--- config.mk ---
export PLATFORM = sky130hd
export DESIGN_NAME = watchdog_interval_timer
export DESIGN_NICKNAME = d
export VERILOG_FILES = /design/src/shared/wdt_pkg.sv /design/src/rtl/watchdog_interval_timer.sv
export VERILOG_INCLUDE_DIRS = /design/src /design/src/shared
export SDC_FILE = /design/constraint.sdc
export NUM_CORES = 1
export LEC_CHECK = 0
export BUFFER_PORTS_ARGS = -buffer_cell sky130_fd_sc_hd__buf_2
export CORE_UTILIZATION = 60
export DETAILED_ROUTE_END_ITERATION = 6
export PLACE_DENSITY = 0.92
export SETUP_SLACK_MARGIN = 0.3
export SLEW_MARGIN = 20
export SYNTH_ARGS = -nofsm -noshare
export SYNTH_HDL_FRONTEND = slang
export SYNTH_SLANG_ARGS = --single-unit
--- constraint.sdc ---
create_clock -name core_clk_i -period 7.1 [get_ports core_clk_i]
set_clock_uncertainty 0.2 [all_clocks]
set_input_delay 2.13 -clock core_clk_i [delete_from_list [all_inputs] [get_ports core_clk_i]]
set_output_delay 2.13 -clock core_clk_i [all_outputs]
set_load 0.01 [all_outputs]
--- src/shared/wdt_params.svh ---
`ifndef WDT_PARAMS_SVH
`define WDT_PARAMS_SVH

// ****************************************
// addresses, lower 20 bits
// ****************************************
`define WDT_ADDR_W 20
`define WDT_TCS_WADDR 20'hfff8c
`define WDT_RCS_WADDR 20'hfff8e
`define WDT_TCS_RADDR 20'hfff8c
`define WDT_CNT_RADDR 20'hfff8d
`define WDT_RCS_RADDR 20'hfff8f

// ****************************************
// passwords in the upper byte of a word write; flag clear data in the lower byte
// ****************************************
`define WDT_PWD_CNT 8'h5a
`define WDT_PWD_CSR 8'ha5
`define WDT_RCS_CLR_DATA 8'h00

// ****************************************
// field positions
// ****************************************
`define WDT_OVF_BIT 7
`define WDT_MODE_BIT 6
`define WDT_TME_BIT 5
`define WDT_CKS_HI 2
`define WDT_CKS_LO 0
`define WDT_WATCHDOG_RST_FLAG_BIT 7
`define WDT_RST_OUTPUT_ENABLE_BIT 6

// ****************************************
// reset values and fixed read bits
// ****************************************
`define WDT_TCS_RSVD 8'h18
`define WDT_RCS_RSVD 8'h3f
`define WDT_CNT_RST 8'h00
`define WDT_CNT_MAX 8'hff
`define WDT_RDATA_NONE 8'h00

// ****************************************
// widths and timing
// ****************************************
`define WDT_PRESC_W 12
`define WDT_RSTCNT_W 10
`define WDT_PINCNT_W 8
`define WDT_CYC_PER_STATE 1
`define WDT_RST_STATES 518
`define WDT_PIN_STATES 132
`define WDT_RST_CYCLES (`WDT_RST_STATES * `WDT_CYC_PER_STATE)
`define WDT_PIN_CYCLES (`WDT_PIN_STATES * `WDT_CYC_PER_STATE)

`endif

--- src/shared/wdt_pkg.sv ---
`include "wdt_params.svh"

package wdt_pkg;

    // ****************************************
    // complete block state
    // ****************************************
    typedef struct packed {
        logic [7:0] count;
        logic ovf;
        logic mode;
        logic timer_enable_bit;
        logic [2:0] cks;
        logic watchdog_rst_flag;
        logic rst_output_enable;
        logic ovf_armed;
        logic watchdog_rst_flag_armed;
        logic [`WDT_PRESC_W-1:0] presc;
        logic [`WDT_RSTCNT_W-1:0] rst_cnt;
        logic [`WDT_PINCNT_W-1:0] pin_cnt;
        logic chip_rst;
        logic pin_oe_n;
        logic pin_lvl;
        logic irq;
        logic [7:0] rdata;
    } state_t;

endpackage : wdt_pkg

--- src/rtl/watchdog_interval_timer.sv ---
`timescale 1ns/100ps
`include "wdt_params.svh"

// Behaviour
// - 8-bit readable writable counter increments on selected tap while enabled.
// - rollover from all ones to zero sets the overflow flag.
// - counter is zero after reset and held zero while timer disabled.
// - status bits 7..5 clear on reset and standby; bits 2..0 only on reset.
// - software clears the overflow flag only by reading it as one then writing zero.
// - mode bit picks interval interrupt (0) or chip reset (1) on overflow.
// - reserved status bits always read as one and ignore writes.
// - clock select codes pick divide by 2,32,64,128,256,512,2048,4096.
// - of the resets, only external reset clears reset-status bits 7 and 6.
// - watchdog-mode overflow resets the chip and sets the watchdog reset flag.
// - watchdog reset flag clears on external reset or read-one-then-write-zero.
// - reset output enable lets a watchdog-mode overflow drive the reset pin low.
// - counter and control status are written only through word writes.
// - shared write address; upper byte 5a loads counter, a5 loads status.
// - a5/00 word clears watchdog flag; 5a word loads reset output enable.
// - byte reads at three separate addresses return status, counter, reset status.
// - watchdog overflow holds chip internal reset for 518 cycles.
// - enabled reset pin stays asserted 132 cycles after watchdog overflow.
// - counter write in the same cycle as a tick wins and skips increment.
// - internal watchdog reset clears overflow flag but keeps watchdog flag.
module watchdog_interval_timer (
    input wire logic core_clk_i,
    input wire logic srst_i,
    input wire logic [`WDT_ADDR_W-1:0] addr_i,
    input wire logic wr_i,
    input wire logic wr_word_i,
    input wire logic [15:0] wdata_i,
    input wire logic rd_i,
    input wire logic standby_i,
    output logic [7:0] rdata_o,
    output logic interval_irq_o,
    output logic chip_rst_o,
    output logic rst_pin_o,
    output logic rst_pin_oe_n_o
);

    // ****************************************
    // helpers
    // ****************************************
    // tap mask: the tick fires when all masked prescaler bits are ones
    function automatic logic [`WDT_PRESC_W-1:0] tap_mask(input logic [2:0] cks);
        logic [`WDT_PRESC_W-1:0] m;
        m = '0;
        case (cks)
            3'h0: m = 12'h001;
            3'h1: m = 12'h01f;
            3'h2: m = 12'h03f;
            3'h3: m = 12'h07f;
            3'h4: m = 12'h0ff;
            3'h5: m = 12'h1ff;
            3'h6: m = 12'h7ff;
            default: m = 12'hfff;
        endcase
        return m;
    endfunction : tap_mask

    function automatic logic word_wr(input logic [`WDT_ADDR_W-1:0] a, input logic [`WDT_ADDR_W-1:0] tgt,
                                     input logic wr, input logic word);
        return wr && word && (a == tgt);
    endfunction : word_wr

    // ****************************************
    // state
    // ****************************************
    localparam wdt_pkg::state_t RESET_STATE = '{
        count: `WDT_CNT_RST,
        ovf: 1'b0,
        mode: 1'b0,
        timer_enable_bit: 1'b0,
        cks: 3'h0,
        watchdog_rst_flag: 1'b0,
        rst_output_enable: 1'b0,
        ovf_armed: 1'b0,
        watchdog_rst_flag_armed: 1'b0,
        presc: '0,
        rst_cnt: '0,
        pin_cnt: '0,
        chip_rst: 1'b0,
        pin_oe_n: 1'b1,
        pin_lvl: 1'b1,
        irq: 1'b0,
        rdata: `WDT_RDATA_NONE
    };

    wdt_pkg::state_t state_r;
    wdt_pkg::state_t state_nxt;

    logic tick;
    logic ovf_evt;
    logic wr_tcs;
    logic wr_rcs;
    logic [7:0] hi;
    logic [7:0] lo;
    logic [`WDT_PRESC_W-1:0] mask;

    // ****************************************
    // next state
    // ****************************************
    always_comb begin
        state_nxt = state_r;
        hi = wdata_i[15:8];
        lo = wdata_i[7:0];
        // free-running prescaler: a divider change never restarts it, so stop the
        // timer first or the first period after the change is short
        mask = tap_mask(state_r.cks);
        tick = (state_r.presc & mask) == mask;
        state_nxt.presc = state_r.presc + `WDT_PRESC_W'(1);
        // byte writes never match; writes are ignored while the chip sits in reset
        wr_tcs = word_wr(addr_i, `WDT_TCS_WADDR, wr_i, wr_word_i) && !state_r.chip_rst;
        wr_rcs = word_wr(addr_i, `WDT_RCS_WADDR, wr_i, wr_word_i) && !state_r.chip_rst;
        ovf_evt = state_r.timer_enable_bit && tick && (state_r.count == `WDT_CNT_MAX);

        // control/status write; reserved bits have no storage
        if (wr_tcs && hi == `WDT_PWD_CSR) begin
            state_nxt.mode = lo[`WDT_MODE_BIT];
            state_nxt.timer_enable_bit = lo[`WDT_TME_BIT];
            state_nxt.cks = lo[`WDT_CKS_HI:`WDT_CKS_LO];
            if (!lo[`WDT_OVF_BIT] && state_r.ovf_armed) begin
                state_nxt.ovf = 1'b0;
                state_nxt.ovf_armed = 1'b0;
            end
        end

        // counter: a password write beats a tick in the same cycle
        if (wr_tcs && hi == `WDT_PWD_CNT) begin
            state_nxt.count = lo;
        end else if (state_r.timer_enable_bit && tick) begin
            state_nxt.count = state_r.count + 8'h01;
        end
        if (!state_nxt.timer_enable_bit) begin
            state_nxt.count = `WDT_CNT_RST;
        end

        // set beats a clear arriving in the same cycle
        if (ovf_evt) begin
            state_nxt.ovf = 1'b1;
        end

        // reading a set flag arms its clear
        if (rd_i && addr_i == `WDT_TCS_RADDR && state_r.ovf) begin
            state_nxt.ovf_armed = 1'b1;
        end
        if (rd_i && addr_i == `WDT_RCS_RADDR && state_r.watchdog_rst_flag) begin
            state_nxt.watchdog_rst_flag_armed = 1'b1;
        end

        // reset control/status write
        if (wr_rcs && hi == `WDT_PWD_CSR && lo == `WDT_RCS_CLR_DATA && state_r.watchdog_rst_flag_armed) begin
            state_nxt.watchdog_rst_flag = 1'b0;
            state_nxt.watchdog_rst_flag_armed = 1'b0;
        end
        if (wr_rcs && hi == `WDT_PWD_CNT) begin
            state_nxt.rst_output_enable = lo[`WDT_RST_OUTPUT_ENABLE_BIT];
        end

        // reset pulse timers
        if (state_r.rst_cnt != '0) begin
            state_nxt.rst_cnt = state_r.rst_cnt - `WDT_RSTCNT_W'(1);
        end
        if (state_r.pin_cnt != '0) begin
            state_nxt.pin_cnt = state_r.pin_cnt - `WDT_PINCNT_W'(1);
        end
        if (ovf_evt && state_r.mode) begin
            state_nxt.watchdog_rst_flag = 1'b1;
            state_nxt.rst_cnt = `WDT_RSTCNT_W'(`WDT_RST_CYCLES);
            if (state_r.rst_output_enable) begin
                state_nxt.pin_cnt = `WDT_PINCNT_W'(`WDT_PIN_CYCLES);
            end
        end

        // standby keeps the clock select
        if (standby_i) begin
            state_nxt.ovf = 1'b0;
            state_nxt.mode = 1'b0;
            state_nxt.timer_enable_bit = 1'b0;
            state_nxt.count = `WDT_CNT_RST;
            state_nxt.ovf_armed = 1'b0;
        end

        // internal chip reset reaches this block too, except the reset-status bits and the prescaler
        if (state_r.chip_rst) begin
            state_nxt.count = `WDT_CNT_RST;
            state_nxt.ovf = 1'b0;
            state_nxt.mode = 1'b0;
            state_nxt.timer_enable_bit = 1'b0;
            state_nxt.cks = 3'h0;
            state_nxt.ovf_armed = 1'b0;
            state_nxt.watchdog_rst_flag_armed = 1'b0;
        end

        // read data, answered one cycle after the strobe
        state_nxt.rdata = `WDT_RDATA_NONE;
        if (rd_i) begin
            case (addr_i)
                `WDT_TCS_RADDR: begin
                    state_nxt.rdata = {state_r.ovf, state_r.mode, state_r.timer_enable_bit, 2'b00, state_r.cks}
                                      | `WDT_TCS_RSVD;
                end
                `WDT_CNT_RADDR: begin
                    state_nxt.rdata = state_r.count;
                end
                `WDT_RCS_RADDR: begin
                    state_nxt.rdata = {state_r.watchdog_rst_flag, state_r.rst_output_enable, 6'h00} | `WDT_RCS_RSVD;
                end
                default: begin
                    state_nxt.rdata = `WDT_RDATA_NONE;
                end
            endcase
        end

        // outputs, registered
        state_nxt.irq = state_nxt.ovf && !state_nxt.mode;
        state_nxt.chip_rst = state_nxt.rst_cnt != '0;
        state_nxt.pin_oe_n = state_nxt.pin_cnt == '0;
        state_nxt.pin_lvl = state_nxt.pin_oe_n;
    end

    // ****************************************
    // registers
    // ****************************************
    // srst_i is the external reset input: the only reset that clears watchdog_rst_flag and rst_output_enable
    always_ff @(posedge core_clk_i) begin
        if (srst_i) begin
            state_r <= RESET_STATE;
        end else begin
            state_r <= state_nxt;
        end
    end

    assign rdata_o = state_r.rdata;
    assign interval_irq_o = state_r.irq;
    assign chip_rst_o = state_r.chip_rst;
    assign rst_pin_o = state_r.pin_lvl;
    assign rst_pin_oe_n_o = state_r.pin_oe_n;

endmodule : watchdog_interval_timer

==> metrics.sh <==
STATUS='finished, final reports clean'
POWER.SHARE.SEQUENTIAL_PCT=39.9
NUM-FILL-CELLS=350
POST_CTS.REPAIR.SETUP_BUFFERS=0
POWER.SHARE.SWITCHING_PCT=32.9
DETAILEDPLACEMENTHPWL_MM=4.73
DRT-TOTAL-WL_MM=6.64
WORST_R2R_PATH_DEPTH=6
WL_PER_CELL_UM=14.3
CTSRESIZECOUNT=0
FINALCRITPERIODSHARE_PCT=55.9
DIE_H_UM=72.2
POSTSYNTH.TOPFLOPCELL='sky130_fd_sc_hd__dfxtp_1'
SYN-NUM-NETS=394
NUMBER_OF_GLOBAL_ROUTE_VIAS_BEFORE_REPAIR=2577
WORSTSETUPPATHTYPE='in2reg'
GR-TOTAL-OVERFLOW=0
SETUP-TNS-FINAL_NS=0
CLOCK_INSERTION_DELAY_WORST_SKEW_NS=0.33
SYNTH.DISTINCT_CELLS=51
GRT_MAX_DEGREE=33
RRSETUPSLACK_NS=4.57
GRT_ANTENNA_BEFORE_REPAIR=0
COMB_POWER_SHARE_PCT=28.9
NUMCTSBUFFERS=9
P_LEAK_nW=1.33
DRTITER0DRC=150
ANTENNA_LEFT=0
ANT_CELLS=0
ROUTE.VIAS.TOTAL=2678
SHARE_CLK_OF_TOTAL_POWER_PCT=31.3
TRITONROUTE_PASS_1_ITERS=5
NUMPORTBUFFERS=53
CORE-AREA_UM2=4720
SYNTHESIS.AREA_PER_INSTANCE_UM2=8.52
YOSYS_REGISTER_BITS=59
SLEW_VIOLATIONS=0
CLOCKROOTBUFFER='sky130_fd_sc_hd__clkbuf_8'
CRITICAL_PATH_ARRIVAL_NS=4.02
DIEWIDTH_UM=72.2
R2R_END='state_r[17]$_SDFF_PP0_'
POWER.IR.VDD_WORST_V=0.000192
POSTSYNTHCELLCOUNT=347
TRITONCTS='built'
POSTSYNTH.ASYNCRESETSHARE_PCT=0
POWER.SWITCHING_uW=346
SYNTH_ENABLE_FLOP_CELLS=0
WHS_PATH_DEPTH=2
SYNTHTOLAYOUTAREAGROWTH_PCT=14.9
NUMCLOCKSINKS=59
VIAS_PER_CELL=5.76
COUNT_OF_ENDPOINTS_FAILING_SETUP_IN_THE_FINAL_REPORT=0
MAX_SLEW_HEADROOM_PCT=42.0
LAYOUT.CELLS.MOST_COMMON_LIST='59 x sky130_fd_sc_hd__dfxtp_1, 53 x sky130_fd_sc_hd__buf_2, 49 x sky130_fd_sc_hd__nor2_1, 27 x sky130_fd_sc_hd__nand2_1, 17 x sky130_fd_sc_hd__nor3_1'
FINALNETCOUNT=440
DRIVE_ABOVE_1_SHARE_PCT=20.9
TRACK_USAGE_PCT=27.9
R2R-START='state_r[32]$_SDFF_PP0_'
GP_CONGESTION=0.910
DRT_DRC_VIOLATIONS_LEFT=0
CRIT_REQUIRED_NS=7.15
FMAXACHIEVABLE_GHz=0.252
POST_ROUTE_CORE_UTILIZATION_PCT=71.9
IO_PINS=54
H-TREE-DEPTH=3
STARTPOINT_TYPE='input port'
WORSTHOLDPATHTYPE='reg2reg'
CTS-ROOT-TO-SINK-BUFFERS=2
SYNTHESIS.AREA_UM2=2960
MIN_DELAY_WORST_ENDPOINT='state_r[43]$_SDFFE_PP0P_'
ROWS=25
PERIOD_MINUS_SLACK_NS=3.97
WORST_PATH_FANOUT_MAX=11
FINAL-HOLD-VIOLATION-COUNT=0
SYNTH.YOSYS.SEQ_AREA_SHARE_PCT=40.0
WORSTHOLDSTART='state_r[43]$_SDFFE_PP0P_'
INITIAL_UTILIZATION_PCT=62.6
GRT_FIRST_PASS_WIRELENGTH_MM=11.3
CRITPATHCAPTURETYPE='register'
YOSYSWARNINGCOUNT=0
PWR_DENSITY_CELL_nW_PER_UM2=310
FP.DIEAREA_UM2=5210
WORST_SETUP_PATH_STARTPOINT='addr_i[0]'
CLKSLEWWORSTSETUPHOLDPATHS_NS=0.07
MAX_SLEW.WORST_PIN.SLEW_NS=0.862
MOSTFREQUENTLAYOUTCELL='sky130_fd_sc_hd__dfxtp_1'
MAXCAPVIOLCOUNT=0
INTERNAL-POWER_uW=707
CTS_HOLD_BUF=0
RSZ0062_AT_GRT='false'
## cell families after synthesis
family / share of synthesized area, %
adders and majority gates: 2.12
xor gates and xnor gates: 7.71
AOI/OAI and AO/OA: 11.1
and+or+nand+nor: 30.4
muxes: 3.43
DFF: 40.0
buffers and inverters: 5.33
## Yosys cell counts (3+ instances only)
| cell | count | area (um2) |
|---|---|---|
| sky130_fd_sc_hd__nand3_1 | 13 | 65.1 |
| sky130_fd_sc_hd__nand2_1 | 27 | 101 |
| sky130_fd_sc_hd__xor2_1 | 11 | 96.3 |
| sky130_fd_sc_hd__nand2b_1 | 7 | 43.8 |
| sky130_fd_sc_hd__nor4_1 | 7 | 43.8 |
| sky130_fd_sc_hd__or3_1 | 3 | 18.8 |
| sky130_fd_sc_hd__xnor2_1 | 15 | 131 |
| sky130_fd_sc_hd__nand4_1 | 10 | 62.6 |
| sky130_fd_sc_hd__mux2i_1 | 9 | 90.1 |
| sky130_fd_sc_hd__ha_1 | 5 | 62.6 |
| sky130_fd_sc_hd__dfxtp_1 | 59 | 1180 |
| sky130_fd_sc_hd__a21oi_1 | 16 | 80.1 |
| sky130_fd_sc_hd__nor3_1 | 17 | 85.1 |
| sky130_fd_sc_hd__nor4bb_1 | 4 | 40.0 |
| sky130_fd_sc_hd__a211oi_1 | 8 | 60.1 |
| sky130_fd_sc_hd__or2_2 | 3 | 18.8 |
| sky130_fd_sc_hd__o21ai_0 | 10 | 50.1 |
| sky130_fd_sc_hd__clkbuf_1 | 6 | 22.5 |
| sky130_fd_sc_hd__buf_4 | 9 | 67.6 |
| sky130_fd_sc_hd__and3_1 | 6 | 37.5 |
| sky130_fd_sc_hd__nor2_1 | 49 | 184 |
| sky130_fd_sc_hd__a31oi_1 | 4 | 25.0 |
| sky130_fd_sc_hd__buf_6 | 3 | 33.8 |
| sky130_fd_sc_hd__nor2b_1 | 5 | 31.3 |
| sky130_fd_sc_hd__inv_1 | 9 | 33.8 |
## cell type report
class | count | area, um2 | area share [%]
multi-input combinational | 261 | 1620 | 47.6
sequential | 59 | 1180 | 34.8
tap | 67 | 83.8 | 2.47
clock buffer | 9 | 124 | 3.65
clock inverter | 7 | 92.6 | 2.73
timing repair buffer | 53 | 265 | 7.81
inverter | 9 | 33.8 | 0.994
## critical path, cell delays in order
cell	delay [ns]
sky130_fd_sc_hd__buf_2	0.18
sky130_fd_sc_hd__nor2_1	0.51
sky130_fd_sc_hd__nand4_1	0.45
sky130_fd_sc_hd__mux2_2	0.35
sky130_fd_sc_hd__nand2_1	0.15
sky130_fd_sc_hd__a211oi_1	0.25
## through the flow
stage                     power [mW]  hold slack (ns)  std cells  instance area [um2]  setup slack [ns]
after global placement         0.712            0.245        449                 3180              2.93
after floorplan                0.658            0.231        347                 2960              3.25
after CTS                       1.06            0.257        465                 3400              3.19
after detailed placement       0.724            0.247        449                 3180              2.87
after global routing            1.13            0.292        465                 3400              2.98
final                           1.05            0.260        465                 3400              3.13
## layer usage
metal | vias to the layer above | share of wire (%) | track usage [%]
li1 | 1318 | - | -
met1 | 1261 | 44 | 33.1
met2 | 89 | 49 | 47.6
met3 | 10 | 5.6 | 7.36
met4 | 0 | 1.2 | 11.5
met5 | - | 0 | 0
## sequential cells by signal, indices dropped and copies added, names as in the netlist
register and cells:
state_r 48, chip_rst_o 1, rdata_o 8, rst_pin_o 1, interval_irq_o 1
## power groups by stage
stage	combinational [mW]	sequential [mW]	clock, mW
3_3_place_gp	0.289	0.423	0
5_1_grt	0.344	0.427	0.357
2_1_floorplan	0.240	0.418	0
6_report	0.304	0.420	0.329
4_1_cts	0.303	0.419	0.335
3_5_place_dp	0.298	0.426	0
## how the worst max path moves through the flow
stage          slack, ns  cells past startpoint                  endpoint
6_report            3.13                      6  state_r[59]$_SDFFE_PP0P_
3_5_place_dp        2.87                      6  state_r[59]$_SDFFE_PP0P_
5_1_grt             2.98                      6  state_r[56]$_SDFFE_PP0P_
4_1_cts             3.19                      6  state_r[59]$_SDFFE_PP0P_
2_1_floorplan       3.25                      6  state_r[59]$_SDFFE_PP0P_
3_3_place_gp        2.93                      6  state_r[59]$_SDFFE_PP0P_
No activity file was read; power rests on OpenSTA's default activity.
